### config.mk
export PLATFORM = sky130hd
export DESIGN_NAME = decoder_status_vbi_readout
export DESIGN_NICKNAME = d
export VERILOG_FILES = /design/src/hdl/status_vbi_pkg.sv /design/src/hdl/decoder_status_vbi_readout.sv
export SDC_FILE = /design/constraint.sdc
export NUM_CORES = 1
export LEC_CHECK = 0
export BUFFER_PORTS_ARGS = -buffer_cell sky130_fd_sc_hd__buf_2
export CORE_MARGIN = 4
export CORE_UTILIZATION = 45
export DETAILED_ROUTE_END_ITERATION = 8
export PLACE_DENSITY = 0.68
export SKIP_CTS_REPAIR_TIMING = 1
export SLEW_MARGIN = 10
export SYNTH_ARGS = -nofsm -noshare
export SYNTH_HDL_FRONTEND = slang
export SYNTH_SLANG_ARGS = --single-unit
### constraint.sdc
create_clock -name clk_sys -period 2.2 [get_ports clk_sys]
set_input_delay 0.11 -clock clk_sys [delete_from_list [all_inputs] [get_ports clk_sys]]
set_output_delay 0.11 -clock clk_sys [all_outputs]
set_load 0.02 [all_outputs]
### src/hdl/status_vbi_pkg.sv
// Purpose: constants for the decoder status and vbi readout register group
// Assumes: 8-bit register addresses, 8-bit read data
// Notes:   offsets are byte sub-addresses of the host port
package status_vbi_pkg;
   // ==========================================================
   // register offsets
   localparam logic [7:0] OFS_IRQ_B_PIN_ACTIVE    = 8'h87;
   localparam logic [7:0] OFS_LOCK_SIGNAL_STATUS  = 8'h88;
   localparam logic [7:0] OFS_SIGNAL_STATUS_TWO   = 8'h89;
   localparam logic [7:0] OFS_FRONT_GAIN_READOUT  = 8'h8a;
   localparam logic [7:0] OFS_SUBCARRIER_PHASE    = 8'h8b;
   localparam logic [7:0] OFS_DETECTED_STANDARD   = 8'h8c;
   localparam logic [7:0] OFS_CAPTION_F1_B1       = 8'h90;
   localparam logic [7:0] OFS_CAPTION_F1_B2       = 8'h91;
   localparam logic [7:0] OFS_CAPTION_F2_B1       = 8'h92;
   localparam logic [7:0] OFS_CAPTION_F2_B2       = 8'h93;
   localparam logic [7:0] OFS_WIDESCREEN_F1_B1    = 8'h94;
   localparam logic [7:0] OFS_WIDESCREEN_F1_B2    = 8'h95;
   localparam logic [7:0] OFS_WIDESCREEN_F1_B3    = 8'h96;
   localparam logic [7:0] OFS_WIDESCREEN_F2_B1    = 8'h97;
   localparam logic [7:0] OFS_WIDESCREEN_F2_B2    = 8'h98;
   localparam logic [7:0] OFS_WIDESCREEN_F2_B3    = 8'h99;
   // ==========================================================
   // status register one field positions
   localparam int BIT_PEAK_WHITE   = 7;
   localparam int BIT_LINE_ALT     = 6;
   localparam int BIT_FIELD_50HZ   = 5;
   localparam int BIT_LOST_LOCK    = 4;
   localparam int BIT_COLOUR_LOCK  = 3;
   localparam int BIT_VSYNC_LOCK   = 2;
   localparam int BIT_HSYNC_LOCK   = 1;
   localparam int BIT_SOURCE_TYPE  = 0;
   // status register two field positions
   localparam int BIT_WEAK_SIGNAL  = 6;
   localparam int BIT_PHASE_TOGGLE = 5;
   localparam int BIT_ODD_FIELD    = 4;
   localparam int BIT_GAIN_FROZEN  = 3;
   // status register five field positions
   localparam int BIT_AUTOSWITCH   = 7;
   localparam int LSB_STANDARD     = 1;
   localparam int BIT_SAMPLE_RATE  = 0;
   // ==========================================================
   // detected standard codes in bits 3:1
   localparam logic [2:0] STD_NTSC_M    = 3'h0;
   localparam logic [2:0] STD_PAL_BGHIN = 3'h1;
   localparam logic [2:0] STD_PAL_M     = 3'h2;
   localparam logic [2:0] STD_PAL_N     = 3'h3;
   localparam logic [2:0] STD_NTSC_443  = 3'h4;
   localparam logic [2:0] STD_SECAM     = 3'h5;
   // values after reset
   localparam logic [7:0] RESET_BYTE    = 8'h00;
   localparam logic       RESET_BIT     = 1'b0;
   localparam logic [19:0] RESET_WORD   = 20'h0_0000;
endpackage

### src/hdl/decoder_status_vbi_readout.sv
// Purpose: read side status and vbi capture registers of one decoder channel
// Assumes: decoder core signals on clk_sys; host read strobe one cycle wide
// Notes:   only host access path is rd/wr strobes with 8-bit sub-address
`timescale 1ns/100ps
module decoder_status_vbi_readout
   import status_vbi_pkg::*;
(
   // clock and reset
   input  wire logic        clk_sys,
   input  wire logic        resetn,
   // host register port
   input  wire logic        reg_rd,
   input  wire logic        reg_wr,
   input  wire logic [7:0]  reg_addr,
   input  wire logic [7:0]  reg_wdata,
   output logic      [7:0]  reg_rdata,
   output logic             reg_rvalid,
   // decoder core status levels
   input  wire logic        irq_b_pin_level,
   input  wire logic        peak_white,
   input  wire logic        line_alternating,
   input  wire logic        field_rate_50hz,
   input  wire logic        lock_lost_event,
   input  wire logic        colour_locked,
   input  wire logic        vsync_locked,
   input  wire logic        hsync_locked,
   input  wire logic        source_type_flag,
   input  wire logic        weak_signal,
   input  wire logic        phase_alternation_toggle,
   input  wire logic        odd_field,
   input  wire logic        gain_frozen,
   input  wire logic [9:0]  front_gain,
   input  wire logic [7:0]  subcarrier_to_sync_phase,
   input  wire logic        autoswitch_running,
   input  wire logic [2:0]  detected_standard,
   input  wire logic        sample_rate_flag,
   // vbi capture inputs
   input  wire logic        caption_valid,
   input  wire logic        caption_field2,
   input  wire logic [15:0] caption_word,
   input  wire logic        widescreen_valid,
   input  wire logic        widescreen_field2,
   input  wire logic        widescreen_50hz,
   input  wire logic [19:0] widescreen_word
);

   // ==========================================================
   // capture storage
   logic [7:0]  caption_mem [4];
   logic [19:0] widescreen_mem [2];
   logic        wide_is_50 [2];
   logic        lost_lock;
   logic        next_lost_lock;
   logic [7:0]  next_rdata;
   logic        rd_status_one;
   logic        next_reg_rvalid;
   logic [7:0]  next_reg_rdata;

   assign rd_status_one = reg_rd && (reg_addr == OFS_LOCK_SIGNAL_STATUS);

   // sticky lost lock: a loss in the clearing read cycle wins over the clear
   always_comb
   begin
      next_lost_lock = lost_lock;
      if (rd_status_one)
         next_lost_lock = 1'b0;
      if (lock_lost_event)
         next_lost_lock = 1'b1;
   end

   always_ff @(posedge clk_sys or negedge resetn)
   begin
      if (!resetn)
         lost_lock <= RESET_BIT;
      else
         lost_lock <= next_lost_lock;
   end

   // caption bytes and wide-screen words, one field slot per capture
   genvar gi;
   generate
      for (gi = 0; gi < 2; gi++)
      begin : g_field
         logic [7:0]  next_cap_b1;
         logic [7:0]  next_cap_b2;
         logic [19:0] next_wide;
         logic        next_w50;
         always_comb
         begin
            next_cap_b1 = caption_mem[2*gi];
            next_cap_b2 = caption_mem[2*gi+1];
            next_wide   = widescreen_mem[gi];
            next_w50    = wide_is_50[gi];
            if (caption_valid && (caption_field2 == 1'(gi)))
            begin
               next_cap_b1 = caption_word[7:0];
               next_cap_b2 = caption_word[15:8];
            end
            if (widescreen_valid && (widescreen_field2 == 1'(gi)))
            begin
               next_wide = widescreen_word;
               next_w50  = widescreen_50hz;
            end
         end
         always_ff @(posedge clk_sys or negedge resetn)
         begin
            if (!resetn)
            begin
               caption_mem[2*gi]   <= RESET_BYTE;
               caption_mem[2*gi+1] <= RESET_BYTE;
               widescreen_mem[gi]  <= RESET_WORD;
               wide_is_50[gi]      <= RESET_BIT;
            end
            else
            begin
               caption_mem[2*gi]   <= next_cap_b1;
               caption_mem[2*gi+1] <= next_cap_b2;
               widescreen_mem[gi]  <= next_wide;
               wide_is_50[gi]      <= next_w50;
            end
         end
      end
   endgenerate

   // wide-screen byte layout depends on the rate the word was taken at
   function automatic logic [7:0] wide_byte(input logic [19:0] w,
                                            input logic is50,
                                            input int idx);
      logic [7:0] b;
      b = 8'h00;
      if (is50)
      begin
         // 50 Hz: 14 bits, third byte unused
         if (idx == 0)
            b = w[7:0];
         else if (idx == 1)
            b = {2'b00, w[13:8]};
      end
      else
      begin
         // 60 Hz: aspect 1:0, header 5:2 / copy 13:6 / crc 19:14
         if (idx == 0)
            b = {2'b00, w[5:0]};
         else if (idx == 1)
            b = w[13:6];
         else
            b = {2'b00, w[19:14]};
      end
      return b;
   endfunction

   // read mux; writes are ignored, reserved bits are zero
   always_comb
   begin
      next_rdata = 8'h00;
      case (reg_addr)
         OFS_IRQ_B_PIN_ACTIVE:
            next_rdata = {7'h00, irq_b_pin_level};
         OFS_LOCK_SIGNAL_STATUS:
         begin
            next_rdata[BIT_PEAK_WHITE]  = peak_white;
            next_rdata[BIT_LINE_ALT]    = line_alternating;
            next_rdata[BIT_FIELD_50HZ]  = field_rate_50hz;
            next_rdata[BIT_LOST_LOCK]   = lost_lock;
            next_rdata[BIT_COLOUR_LOCK] = colour_locked;
            next_rdata[BIT_VSYNC_LOCK]  = vsync_locked;
            next_rdata[BIT_HSYNC_LOCK]  = hsync_locked;
            next_rdata[BIT_SOURCE_TYPE] = source_type_flag;
         end
         OFS_SIGNAL_STATUS_TWO:
         begin
            next_rdata[BIT_WEAK_SIGNAL]  = weak_signal;
            next_rdata[BIT_PHASE_TOGGLE] = phase_alternation_toggle;
            next_rdata[BIT_ODD_FIELD]    = odd_field;
            next_rdata[BIT_GAIN_FROZEN]  = gain_frozen;
         end
         OFS_FRONT_GAIN_READOUT:
            next_rdata = front_gain[9:2];
         OFS_SUBCARRIER_PHASE:
            next_rdata = subcarrier_to_sync_phase;
         OFS_DETECTED_STANDARD:
         begin
            next_rdata[BIT_AUTOSWITCH] = autoswitch_running;
            next_rdata[LSB_STANDARD +: 3] = detected_standard;
            next_rdata[BIT_SAMPLE_RATE] = sample_rate_flag;
         end
         OFS_CAPTION_F1_B1:    next_rdata = caption_mem[0];
         OFS_CAPTION_F1_B2:    next_rdata = caption_mem[1];
         OFS_CAPTION_F2_B1:    next_rdata = caption_mem[2];
         OFS_CAPTION_F2_B2:    next_rdata = caption_mem[3];
         OFS_WIDESCREEN_F1_B1: next_rdata = wide_byte(widescreen_mem[0], wide_is_50[0], 0);
         OFS_WIDESCREEN_F1_B2: next_rdata = wide_byte(widescreen_mem[0], wide_is_50[0], 1);
         OFS_WIDESCREEN_F1_B3: next_rdata = wide_byte(widescreen_mem[0], wide_is_50[0], 2);
         OFS_WIDESCREEN_F2_B1: next_rdata = wide_byte(widescreen_mem[1], wide_is_50[1], 0);
         OFS_WIDESCREEN_F2_B2: next_rdata = wide_byte(widescreen_mem[1], wide_is_50[1], 1);
         OFS_WIDESCREEN_F2_B3: next_rdata = wide_byte(widescreen_mem[1], wide_is_50[1], 2);
         default:              next_rdata = 8'h00;
      endcase
   end

   // answer held until the next read strobe so a slow host can still pick it up
   always_comb
   begin
      next_reg_rvalid = reg_rd;
      next_reg_rdata  = reg_rdata;
      if (reg_rd)
         next_reg_rdata = next_rdata;
   end

   // data registered one cycle after the read strobe
   always_ff @(posedge clk_sys or negedge resetn)
   begin
      if (!resetn)
      begin
         reg_rdata  <= RESET_BYTE;
         reg_rvalid <= RESET_BIT;
      end
      else
      begin
         reg_rvalid <= next_reg_rvalid;
         reg_rdata  <= next_reg_rdata;
      end
   end

   // ==========================================================
   // assertions: interrupt mirror and status one
   AST_IRQ_MIRROR: assert property (@(posedge clk_sys) disable iff (!resetn)
      (reg_rd && reg_addr == OFS_IRQ_B_PIN_ACTIVE) |=>
         reg_rdata == {7'h00, $past(irq_b_pin_level)})
      else $error("interrupt active readback wrong");
   AST_LOST_SET: assert property (@(posedge clk_sys) disable iff (!resetn)
      lock_lost_event |=> lost_lock)
      else $error("lost lock not set");
   AST_LOST_CLEAR: assert property (@(posedge clk_sys) disable iff (!resetn)
      (rd_status_one && !lock_lost_event) |=> !lost_lock)
      else $error("lost lock not cleared by read");
   AST_LOST_HOLD: assert property (@(posedge clk_sys) disable iff (!resetn)
      (lost_lock && !rd_status_one) |=> lost_lock)
      else $error("lost lock dropped without read");
   AST_LOST_SHOWN: assert property (@(posedge clk_sys) disable iff (!resetn)
      rd_status_one |=> reg_rdata[BIT_LOST_LOCK] == $past(lost_lock))
      else $error("lost lock readback wrong");
   AST_STATUS_ONE: assert property (@(posedge clk_sys) disable iff (!resetn)
      rd_status_one |=> reg_rdata[BIT_PEAK_WHITE] == $past(peak_white)
         && reg_rdata[BIT_SOURCE_TYPE] == $past(source_type_flag))
      else $error("status one readback wrong");
   AST_FIELD_RATE: assert property (@(posedge clk_sys) disable iff (!resetn)
      rd_status_one |=> reg_rdata[BIT_LINE_ALT] == $past(line_alternating)
         && reg_rdata[BIT_FIELD_50HZ] == $past(field_rate_50hz))
      else $error("line alternation or field rate readback wrong");
   AST_LOCKS: assert property (@(posedge clk_sys) disable iff (!resetn)
      rd_status_one |=> reg_rdata[BIT_COLOUR_LOCK] == $past(colour_locked)
         && reg_rdata[BIT_VSYNC_LOCK] == $past(vsync_locked)
         && reg_rdata[BIT_HSYNC_LOCK] == $past(hsync_locked))
      else $error("lock status readback wrong");

   // status two, gain, phase and standard
   AST_STATUS_TWO_RSVD: assert property (@(posedge clk_sys) disable iff (!resetn)
      (reg_rd && reg_addr == OFS_SIGNAL_STATUS_TWO) |=>
         reg_rdata[7] == 1'b0 && reg_rdata[2:0] == 3'h0)
      else $error("status two reserved bits not zero");
   AST_STATUS_TWO: assert property (@(posedge clk_sys) disable iff (!resetn)
      (reg_rd && reg_addr == OFS_SIGNAL_STATUS_TWO) |=>
         reg_rdata[BIT_WEAK_SIGNAL] == $past(weak_signal)
         && reg_rdata[BIT_PHASE_TOGGLE] == $past(phase_alternation_toggle)
         && reg_rdata[BIT_ODD_FIELD] == $past(odd_field))
      else $error("status two readback wrong");
   AST_FROZEN: assert property (@(posedge clk_sys) disable iff (!resetn)
      (reg_rd && reg_addr == OFS_SIGNAL_STATUS_TWO) |=>
         reg_rdata[BIT_GAIN_FROZEN] == $past(gain_frozen))
      else $error("frozen loop flag readback wrong");
   AST_GAIN: assert property (@(posedge clk_sys) disable iff (!resetn)
      (reg_rd && reg_addr == OFS_FRONT_GAIN_READOUT) |=>
         reg_rdata == $past(front_gain[9:2]))
      else $error("gain readback wrong");
   AST_PHASE: assert property (@(posedge clk_sys) disable iff (!resetn)
      (reg_rd && reg_addr == OFS_SUBCARRIER_PHASE) |=>
         reg_rdata == $past(subcarrier_to_sync_phase))
      else $error("subcarrier phase readback wrong");
   AST_STANDARD: assert property (@(posedge clk_sys) disable iff (!resetn)
      (reg_rd && reg_addr == OFS_DETECTED_STANDARD) |=>
         reg_rdata[3:1] == $past(detected_standard)
         && reg_rdata[6:4] == 3'h0)
      else $error("standard readback wrong");
   AST_AUTOSWITCH: assert property (@(posedge clk_sys) disable iff (!resetn)
      (reg_rd && reg_addr == OFS_DETECTED_STANDARD) |=>
         reg_rdata[BIT_AUTOSWITCH] == $past(autoswitch_running)
         && reg_rdata[BIT_SAMPLE_RATE] == $past(sample_rate_flag))
      else $error("autoswitch or sample rate readback wrong");

   // caption and wide-screen capture and layout
   AST_CAPTION_F1: assert property (@(posedge clk_sys) disable iff (!resetn)
      (caption_valid && !caption_field2) |=>
         {caption_mem[1], caption_mem[0]} == $past(caption_word))
      else $error("field one caption not captured");
   AST_CAPTION_F2: assert property (@(posedge clk_sys) disable iff (!resetn)
      (caption_valid && caption_field2) |=>
         {caption_mem[3], caption_mem[2]} == $past(caption_word))
      else $error("field two caption not captured");
   AST_CAPTION_READ: assert property (@(posedge clk_sys) disable iff (!resetn)
      (reg_rd && reg_addr == OFS_CAPTION_F2_B2) |=>
         reg_rdata == $past(caption_mem[3]))
      else $error("field two caption byte two readback wrong");
   AST_WSS_TAKE: assert property (@(posedge clk_sys) disable iff (!resetn)
      (widescreen_valid && !widescreen_field2) |=>
         widescreen_mem[0] == $past(widescreen_word)
         && wide_is_50[0] == $past(widescreen_50hz))
      else $error("field one wide-screen word not captured");
   AST_WSS_60: assert property (@(posedge clk_sys) disable iff (!resetn)
      (reg_rd && reg_addr == OFS_WIDESCREEN_F1_B2 && !wide_is_50[0]) |=>
         reg_rdata == $past(widescreen_mem[0][13:6]))
      else $error("60 Hz copy control byte wrong");
   AST_WSS_60_CRC: assert property (@(posedge clk_sys) disable iff (!resetn)
      (reg_rd && reg_addr == OFS_WIDESCREEN_F1_B3 && !wide_is_50[0]) |=>
         reg_rdata == {2'b00, $past(widescreen_mem[0][19:14])})
      else $error("60 Hz crc byte wrong");
   AST_WSS_50: assert property (@(posedge clk_sys) disable iff (!resetn)
      (reg_rd && reg_addr == OFS_WIDESCREEN_F2_B2 && wide_is_50[1]) |=>
         reg_rdata == {2'b00, $past(widescreen_mem[1][13:8])})
      else $error("50 Hz second byte wrong");
   AST_WSS_50_NONE: assert property (@(posedge clk_sys) disable iff (!resetn)
      (reg_rd && reg_addr == OFS_WIDESCREEN_F2_B3 && wide_is_50[1]) |=> reg_rdata == 8'h00)
      else $error("50 Hz third byte not zero");

   // host port behaviour
   AST_UNMAPPED: assert property (@(posedge clk_sys) disable iff (!resetn)
      (reg_rd && (reg_addr < OFS_IRQ_B_PIN_ACTIVE || reg_addr > OFS_WIDESCREEN_F2_B3))
         |=> reg_rdata == 8'h00)
      else $error("unmapped address not zero");
   AST_WRITE_IGNORED: assert property (@(posedge clk_sys) disable iff (!resetn)
      (reg_wr && !reg_rd) |=> $stable(reg_rdata) && !reg_rvalid)
      else $error("host write disturbed the read port");
   AST_RDATA_HOLD: assert property (@(posedge clk_sys) disable iff (!resetn)
      !reg_rd |=> $stable(reg_rdata))
      else $error("read data moved without a read");
   AST_RVALID: assert property (@(posedge clk_sys) disable iff (!resetn)
      reg_rd |=> reg_rvalid ##1 (reg_rvalid == $past(reg_rd)))
      else $error("read valid timing wrong");

   // main scenarios worth seeing at least once
   COV_LOST_READ: cover property (@(posedge clk_sys) disable iff (!resetn)
      lost_lock ##1 rd_status_one ##1 !lost_lock);
   COV_SET_WINS: cover property (@(posedge clk_sys) disable iff (!resetn)
      (rd_status_one && lock_lost_event) ##1 lost_lock);
   COV_WSS_50: cover property (@(posedge clk_sys) disable iff (!resetn)
      widescreen_valid && widescreen_50hz);
   COV_WSS_60: cover property (@(posedge clk_sys) disable iff (!resetn)
      widescreen_valid && !widescreen_50hz);
   COV_CAPTION_F2: cover property (@(posedge clk_sys) disable iff (!resetn)
      caption_valid && caption_field2);
endmodule

==> results of run 1 <==
stage by stage:
step / cells / instance area [sq um] / hold WS [ns] / power, mW / utilization
after floorplan: 404 / 4610 / -0.186 / 2.33 / -
after global placement: 630 / 5280 / 0.114 / 2.60 / 0.536
after detailed placement: 630 / 5280 / 0.122 / 2.63 / 0.536
after CTS: 645 / 5470 / -0.258 / 3.68 / 0.554
after global routing: 664 / 5660 / 0.00191 / 3.88 / 0.573
final: 664 / 5660 / 0.00371 / 3.70 / 0.573
flip-flops by register name, summed over array words and instances, names as in the netlist:
signal,count
reg_rvalid,1
wide_is_50,2
reg_rdata,8
caption_mem,32
lost_lock,1
widescreen_mem,40
power groups by stage:
| stage | Combinational, mW | Clock [mW] | Sequential, mW |
|---|---|---|---|
| after detailed placement | 0.698 | 0 | 1.93 |
| after global routing | 0.791 | 1.16 | 1.92 |
| after global placement | 0.680 | 0 | 1.92 |
| final | 0.726 | 1.07 | 1.90 |
| after CTS | 0.702 | 1.09 | 1.90 |
| after floorplan | 0.470 | 0 | 1.86 |
area by class of cell:
cell class,count,share of cell area
flip-flops and latches,84,0.372
well taps,133,0.0294
repair buffers,140,0.153
clock inverters,5,0.00951
multi-input cells,287,0.410
clock buffers,10,0.0226
inverters,5,0.00332
metal layers:
| metal | part of all wire | track usage |
|---|---|---|
| met3 | 0.073 | 0.0539 |
| met4 | 0.031 | 0.0953 |
| met1 | 0.44 | 0.317 |
| met2 | 0.46 | 0.358 |
| met5 | 0 | 0 |
layout by cell type (no fill, tap or decap), types with 2 or more instances in the layout:
cell           synthesis  final
a211oi_1               4      4
a221oi_1               6      6
mux2i_1               11     11
nand2b_1               5      5
nor4_1                 3      3
nand2_1               26     26
nor3_1                 3      3
a22o_1                 5      5
a21oi_1                9      9
dfrtp_1               84     84
buf_2                  9     93
a41oi_1                3      3
nor2_1                13     13
nand4_1                2      2
o211ai_1               2      2
o21ai_0               10     10
nand3_1                8      8
o2bb2ai_1              3      3
or3_2                  2      2
a22oi_1               11     11
inv_1                  5      5
mux2_2                86     86
a21o_1                 4      4
o22ai_1                5      5
dlygate4sd3_1          0     19
clkinv_2               0      3
a21boi_0               3      3
and3_1                 4      4
or3_1                  3      3
a32oi_1                7      7
buf_4                  1     28
clkbuf_8               4      9
nand3b_1               2      2
o31ai_1                2      2
a31oi_1                8      8
nor2b_1               10      9
nor3b_1                4      4
worst min path at each step:
stage | start | to | slack (ns) | cells past startpoint
final | widescreen_word[16] | widescreen_mem[16] | 0.004 | 2
after global routing | caption_word[6] | caption_mem[14] | 0.002 | 2
after CTS | resetn | widescreen_mem[7] | -0.26 | 1
after detailed placement | resetn | widescreen_mem[7] | 0.12 | 1
after global placement | resetn | widescreen_mem[28] | 0.11 | 1
after floorplan | resetn | caption_mem[0] | -0.19 | 0
cell families (layout without fill, tap and decap cells):
kind of cell / after synthesis / after routing / synth area share
buffers and inverters: 33 / 160 / 0.0420
AO/OA/AOI/OAI: 91 / 91 / 0.145
AND/OR/NAND/NOR: 99 / 99 / 0.124
multiplexers: 97 / 97 / 0.234
flip-flops: 84 / 84 / 0.456
worst max-delay path, cell delays in order (launching register included):
cell	delay, ns
dfrtp_1	0.49
mux2_2	0.37
a32o_1	0.25
a221oi_1	0.45
a32oi_1	0.17
Yosys cell counts (all sizes together) (2+ instances only):
| master | number | area share |
|---|---|---|
| a211oi | 4 | 0.0065 |
| a21boi | 3 | 0.0049 |
| a21o | 4 | 0.0065 |
| a21oi | 9 | 0.0098 |
| a221oi | 7 | 0.015 |
| a22o | 5 | 0.0095 |
| a22oi | 11 | 0.018 |
| a31oi | 8 | 0.011 |
| a32oi | 7 | 0.013 |
| a41oi | 3 | 0.0057 |
| and3 | 5 | 0.0070 |
| buf | 13 | 0.017 |
| clkbuf | 15 | 0.021 |
| dfrtp | 84 | 0.46 |
| inv | 5 | 0.0041 |
| mux2 | 86 | 0.21 |
| mux2i | 11 | 0.024 |
| nand2 | 26 | 0.021 |
| nand2b | 5 | 0.0068 |
| nand3 | 8 | 0.0087 |
| nand3b | 2 | 0.0033 |
| nand4 | 2 | 0.0027 |
| nor2 | 14 | 0.012 |
| nor2b | 10 | 0.014 |
| nor3 | 5 | 0.0089 |
| nor3b | 4 | 0.0065 |
| nor4 | 4 | 0.0087 |
| o211ai | 2 | 0.0033 |
| o21ai | 10 | 0.011 |
| o22ai | 5 | 0.0068 |
| o2bb2ai | 3 | 0.0057 |
| o31ai | 2 | 0.0033 |
| or3 | 5 | 0.0073 |
==> reports/qor.yml, run 1 <==
route:
  routedWlPerCell_microns: 20.3
  routed_wl_microns: 13500
  vias_per_cell: 5.78
  drt_iter0_drc: 329
  vias: 3837
  drc: 0
  drt_first_pass_iters: 5
  antenna_left: 0
timing:
  fin_crit_ns: 1.86
  setup_ws_ns: 0.337
  max_slew_margin: 0.529
  slew_violations: 0
  setup_violations: 0
  max_freq_mhz: 537
  grt_setup_unrepaired: "false"
  fin_skew_ns: 0.0141
  hold_viol: 0
  finalCritPeriodShare: 0.847
  tns_ns: 0
  worst_pin_slew_ns: 0.705
final_layout:
  fin_nets: 624
  drive_gt1_frac: 0.441
  syn_to_final_growth_pct: 22.6
  antennaDiodeCount: 0
  seqCellArea_sq_um: 2100
  multiInputGateArea_sq_um: 2320
  fillCellCount: 823
power:
  sw_frac_of_total: 0.281
  ir_worst_vdd_v: 0.000355
  p_clk_frac: 0.291
  p_seq_frac: 0.513
  p_leak_nw: 2.46
  p_comb_frac: 0.196
  power.switching_mw: 1.04
  p_int_mw: 2.66
  cellPowerDensity_nw_per_um2: 654
setup_path:
  crit_path_end_kind: "flip-flop"
  r2r-start: "wide_is_50[1]"
  crit_path_start: "wide_is_50[1]"
  criticalPathCategory: "reg2reg"
  endpoint: "reg_rdata[2]"
  required_ns: 2.41
  r2r_slack_ns: 0.34
  critical_path.max_fanout: 6
  timing.rr.end: "reg_rdata[2]"
  cp-start-kind: "flip-flop"
  cp.arrival_ns: 2.08
  r2r.worst_path.cells: 4
clock_network:
  clockBufferDepth: 2
  clk_pin_slew_ns: 0.08
  clk-insertion-delay-late_ns: 0.35
  clock-sinks: 84
  cts_tree: "built"
  cts_max_level: 3
  cts_made_buffers: 9
  cts-root-buf: "clkbuf_8"
die:
  die_w_microns: 109
  design.core.area_sq_um: 9860
  die_height_microns: 109
  io-pin-count: 106
  dieArea_sq_um: 11900
  std_cell_rows: 36
  start_util: 0.468
placed_design:
  place_congestion: 0.962
  pre_cts_slack_ns: 0.329
  hpwl_microns: 10300
  io_buffers: 94
flow_run:
  maxCapViolCount: 0
logic_synthesis:
  syn_area_per_cell_sq_um: 11.4
  async_flop_share: 1.00
  synth_cell_types: 61
  synth.ff_latch_count: 84
  syn-instance-count: 404
  synth_edf_count: 0
  synth_seq_area_share: 0.456
  synth_fp_nets: 501
  syn_area_sq_um: 4610
  ys_warn_count: 0
  synthFlopType: "dfrtp_1"
global_route:
  grt_pass1_vias: 3847
  grt_first_pass_wirelength_microns: 20800
  grt_overflow: 0
  grt_max_degree: 43
  antenna_found_initial: 0
  grt_usage: 0.233
min_path:
  hold_path.class: "in2reg"
outcome:
  status: "complete, no violations"
Note: power is estimated with default switching activity, not from simulation.
==> inputs of run 2 (changes only) <==
PLACE_DENSITY = 0.71   (was 0.68)
clock period = 1.55 ns   (was 2.2 ns; I/O delays follow)
==> run 2 against run 1 <==
  * Via count up 8.4%
  * Die area unchanged
  * Highest routed layer unchanged
  * Critical path depth is 2 higher
  * Flip-flop and latch count did not move
  * Count of clock-buffer cells in the layout unchanged
  * The run now ends with negative setup slack left
  * Register-to-register slack got worse by 0.41 ns
  * Worst hold slack gained 0.15 ns
  * Global-route usage increased by 1.2 points
  * Clock power is 61% higher
  * Core utilization up 8.6 points
==> reports/qor.yml, run 2 (synthesized netlist as in run 1, its figures left out) <==
timing:
  fin_skew_ns: 0.0138
  slew_violations: 0
  fin_crit_ns: 1.62
  grt_setup_unrepaired: "true"
  tns_ns: -0.0966
  hold_viol: 0
  setup_violations: 2
  whs_ns: 0.151
  max_slew_margin: 0.683
  max_freq_mhz: 617
  finalCritPeriodShare: 1.05
  worst_pin_slew_ns: 0.474
  setup_ws_ns: -0.0705
outcome:
  status: "complete, but fails checks"
  violations: "negative setup slack"
min_path:
  hold_path.class: "in2async"
setup_path:
  worstPathCellList: "buf_6, mux2i_1, a21oi_1, a31oi_1, or3_4, a41oi_2"
  crit_path_end_kind: "flip-flop"
  required_ns: 1.83
  criticalPathCategory: "reg2reg"
  cp_slowest_cell: "dfrtp_2"
  cp-start-kind: "flip-flop"
  cp_top_family: "compound AO/OA/AOI/OAI gates"
  slowest_delay_ns: 0.45
  critPathBufInv: 1
  critical_path.max_fanout: 5
  cp.arrival_ns: 1.90
route:
  drc: 0
  drt_iter0_drc: 339
  antenna_left: 0
  dr_wl_met3_microns: 958
  routed.top_layer: "met4"
  routed_wl_microns: 14900
  vias: 4161
  wl_met2_microns: 7200
  vias_per_cell: 5.61
  wl_met1_microns: 6390
  routedWlPerCell_microns: 20.1
  drt_first_pass_iters: 5
final_layout:
  multiInputGateArea_sq_um: 2430
  syn_to_final_growth_pct: 41.0
  fin_nets: 703
  largest_registers: "widescreen_mem: 40 flops, caption_mem: 32 flops, reg_rdata: 8 flops"
  drive_gt1_frac: 0.506
  antennaDiodeCount: 0
  fin_area_sq_um: 6510
  largest-register: "widescreen_mem"
  fillCellCount: 749
  seqCellArea_sq_um: 2100
  final_cell_mix: "93 x buf_2, 84 x mux2_2, 83 x dfrtp_1, 79 x buf_4, 40 x dlygate4sd3_1"
  largest_reg_flops: 40
  mostFrequentLayoutCell: "buf_2"
flow_run:
  maxCapViolCount: 0
global_route:
  grt_overflow: 0
  grt_first_pass_wirelength_microns: 21600
  antenna_found_initial: 0
  grt_max_degree: 40
  grt_usage: 0.245
  grt_pass1_vias: 3924
placed_design:
  io_buffers: 94
  hpwl_microns: 11200
  postPlaceCellArea_sq_um: 5750
  pre_cts_slack_ns: -0.137
  place_congestion: 0.916
clock_network:
  cts_max_level: 3
  clock-sinks: 84
  clk-insertion-delay-late_ns: 0.37
  cts_tree: "built"
  cts_made_buffers: 9
  clk_pin_slew_ns: 0.08
  cts-root-buf: "clkbuf_8"
  clockBufferDepth: 2
power:
  p_int_mw: 4.16
  p_comb_frac: 0.230
  p_clk_frac: 0.301
  p_seq_frac: 0.469
  ir_worst_vdd_v: 0.000592
  cellPowerDensity_nw_per_um2: 880
  sw_frac_of_total: 0.273
  p_leak_nw: 2.88
  power.switching_mw: 1.56
die:
  die_w_microns: 109
  die_height_microns: 109
  std_cell_rows: 36
  design.core.area_sq_um: 9860
  io-pin-count: 106
  start_util: 0.468
  dieArea_sq_um: 11900
[run 2: cell types whose count changed in the layout (fill, tap and decap cells not counted), moves of 3 or more]
cell           previous run  this run
buf_6                     0         3
a221oi_1                  6         3
buf_4                    28        79
buf_12                    0         4
dlygate4sd3_1            19        40
[run 2: path summary, 6_finish.rpt]
check / from / end / slack [ns] / cells after the start
setup reg to reg: wide_is_50[1] / reg_rdata[0] / -0.07 / 6
hold / removal: resetn / wide_is_50[1] / 0.15 / 2
min in group clk_sys: autoswitch_running / reg_rdata[7] / 0.17 / 4
hold reg to reg: reg_rdata[5] / reg_rdata[5] / 0.50 / 2
max in group asynchronous: resetn / caption_mem[8] / 0.90 / 3
setup / recovery: wide_is_50[1] / reg_rdata[0] / -0.07 / 6
[run 2: per-stage QoR]
step | utilization | power, mW | cells
CTS | 0.605 | 5.59 | 700
finish | 0.660 | 5.73 | 742
detailed placement | 0.583 | 3.87 | 686
global route | 0.660 | 5.96 | 742
floorplan | - | 3.30 | 404
global placement | 0.583 | 3.83 | 686
[run 2: layout make-up]
cell class,count,area share
clock inverter,4,0.0113
tap,133,0.0256
multi-input combinational,287,0.374
sequential,84,0.323
clock buffer,10,0.0211
timing repair buffer,219,0.242
inverter,5,0.00288
[run 2: per-layer routing]
layer  GRT usage  up-vias
met2       0.390      160
met3      0.0444       26
met4      0.0971        0
met1       0.331     2044
li1            -     1931
met5           0        -
[run 2: power by group through the flow]
| stage | sequential [mW] | clock, mW | combinational, mW |
|---|---|---|---|
| 2_1_floorplan | 2.63 | 0 | 0.667 |
| 3_3_place_gp | 2.70 | 0 | 1.13 |
| 3_5_place_dp | 2.72 | 0 | 1.16 |
| 4_1_cts | 2.67 | 1.76 | 1.16 |
| 5_1_grt | 2.72 | 1.82 | 1.42 |
| 6_report | 2.69 | 1.72 | 1.32 |
==> inputs of run 3 (changes only) <==
BUFFER_PORTS_ARGS = -buffer_cell sky130_fd_sc_hd__buf_4   (was -buffer_cell sky130_fd_sc_hd__buf_2)
CAP_MARGIN = 0   (was default)
==> run 3 against run 2 <==
  * The flow still finishes with violations (negative setup slack)
  * Count of clock-buffer cells in the layout unchanged
  * Sequential power about the same
  * Core utilization up 2.0 points
  * Via count down 0.96%
  * Cell area up 3.0%
  * Final cell count down 0.13%
  * Critical path depth down 1
  * First-iteration DRC count down 32%
  * Flip-flop and latch count unchanged
  * Global-route usage up 1.0 points
  * Total power up 1.2%
  * Critical path type unchanged
  * Largest cell class unchanged
==> reports/qor.yml, run 3 (synthesized netlist as in run 1, its figures left out) <==
final_layout:
  antennaDiodeCount: 0
  drive_gt1_frac: 0.498
  seqCellArea_sq_um: 2100
  largest_reg_flops: 40
  final_cell_mix: "169 x buf_4, 84 x mux2_2, 84 x dfrtp_1, 40 x dlygate4sd3_1, 26 x nand2_1"
  largest-register: "widescreen_mem"
  instances_no_fill: 741
  mostFrequentLayoutCell: "buf_4"
  largest_registers: "widescreen_mem: 40 flops, caption_mem: 32 flops, reg_rdata: 8 flops"
  fin_nets: 700
  syn_to_final_growth_pct: 45.2
  multiInputGateArea_sq_um: 2410
  fillCellCount: 748
clock_network:
  cts-root-buf: "clkbuf_8"
  cts_made_buffers: 9
  cts_max_level: 3
  clock-sinks: 84
  clk-insertion-delay-late_ns: 0.37
  clockBufferDepth: 2
  cts_tree: "built"
  clk_pin_slew_ns: 0.09
placed_design:
  hpwl_microns: 11400
  io_buffers: 94
  place_congestion: 0.986
  place_inst: 681
global_route:
  grt_usage: 0.255
  grt_overflow: 0
  grt_first_pass_wirelength_microns: 22700
  met3_usage: 0.0497
  grt_max_degree: 39
  grt.met2_usage: 0.409
  grt_pass1_vias: 4251
  met1_usage: 0.342
  antenna_found_initial: 0
  grt.busiest_layer: "met2"
route:
  drt_iter0_drc: 231
  routedWlPerCell_microns: 20.6
  drt_first_pass_iters: 5
  vias: 4121
  drc: 0
  routed_wl_microns: 15300
  antenna_left: 0
  vias_per_cell: 5.56
timing:
  hold_viol: 0
  finalCritPeriodShare: 1.03
  setup_ws_ns: -0.0446
  fin_crit_ns: 1.59
  max_slew_margin: 0.614
  worst_pin_slew_ns: 0.574
  slew_violations: 0
  setup_violations: 2
  grt_setup_unrepaired: "true"
  whs_ns: 0.138
  fin_skew_ns: 0.0115
  max_freq_mhz: 627
setup_path:
  crit_path_start: "wide_is_50[0]"
  required_ns: 1.84
  r2r-start: "wide_is_50[0]"
  r2r_slack_ns: -0.04
  criticalPathCategory: "reg2reg"
  critical_path.max_fanout: 2
  cp.arrival_ns: 1.89
  cp-start-kind: "flip-flop"
  crit_path_end_kind: "flip-flop"
power:
  cellPowerDensity_nw_per_um2: 865
  p_leak_nw: 2.94
  ir_worst_vdd_v: 0.000605
die:
  design.core.area_sq_um: 9860
  start_util: 0.468
  die_w_microns: 109
  die_height_microns: 109
  std_cell_rows: 36
  io-pin-count: 106
  dieArea_sq_um: 11900
outcome:
  violations: "negative setup slack"
  status: "complete, but fails checks"
min_path:
  hold_start: "autoswitch_running"
  hold_path.class: "in2reg"
flow_run:
  maxCapViolCount: 0
-- run 3: cell types whose count changed in the layout (fill, tap and decap cells not counted), sizes merged --
cell      delta
clkinvlp     +2
clkbuf       +1
buf          -4
clkinv       +1
inv          -1
-- run 3: layer usage --
layer	wire length, microns	share of wire
met1	6430	0.42
met2	7450	0.49
met3	932	0.061
met4	444	0.029
met5	0	0
-- run 3: worst max-delay path, cell delays in order, from the launching register on --
cell       delay (ns)
dfrtp_1          0.41
mux2i_1          0.15
a2111oi_2        0.36
a31oi_1          0.12
or3_4            0.35
a41oi_2          0.14
-- run 3: cell type report --
type / instances / share of cell area
Clock buffer: 10 / 0.0190
Multi-Input combinational cell: 287 / 0.360
Timing Repair Buffer: 216 / 0.267
Inverter: 5 / 0.00280
Clock inverter: 6 / 0.0133
Tap cell: 133 / 0.0248
Sequential cell: 84 / 0.314
-- run 3: through the flow --
step | instance area, sq um | total power [mW] | TNS (ns) | setup slack (ns) | utilization
6_report | 6700 | 5.80 | -0.0866 | -0.0446 | 0.679
3_3_place_gp | 5920 | 3.88 | -0.266 | -0.0907 | 0.601
5_1_grt | 6700 | 6.04 | -0.326 | -0.117 | 0.679
2_1_floorplan | 4610 | 3.30 | 0 | 0.00630 | -
3_5_place_dp | 5920 | 3.93 | -0.352 | -0.0974 | 0.601
4_1_cts | 6140 | 5.64 | -0.295 | -0.126 | 0.623
-- run 3: path summary, 6_finish.rpt --
path / endpoint / cells past startpoint
worst max register to register: reg_rdata[0] / 5
worst max-delay path: reg_rdata[0] / 5
worst min-delay path: reg_rdata[7] / 4
max in group asynchronous: caption_mem[15] / 3
worst min register to register: lost_lock / 1
min in group asynchronous: widescreen_mem[33] / 2
-- run 3: power by group --
group          internal (mW)  switching (mW)  total, mW
sequential              2.48           0.207       2.69
combinational          0.808           0.578       1.39
clock                  0.907           0.817       1.72
total                   4.19            1.60       5.80
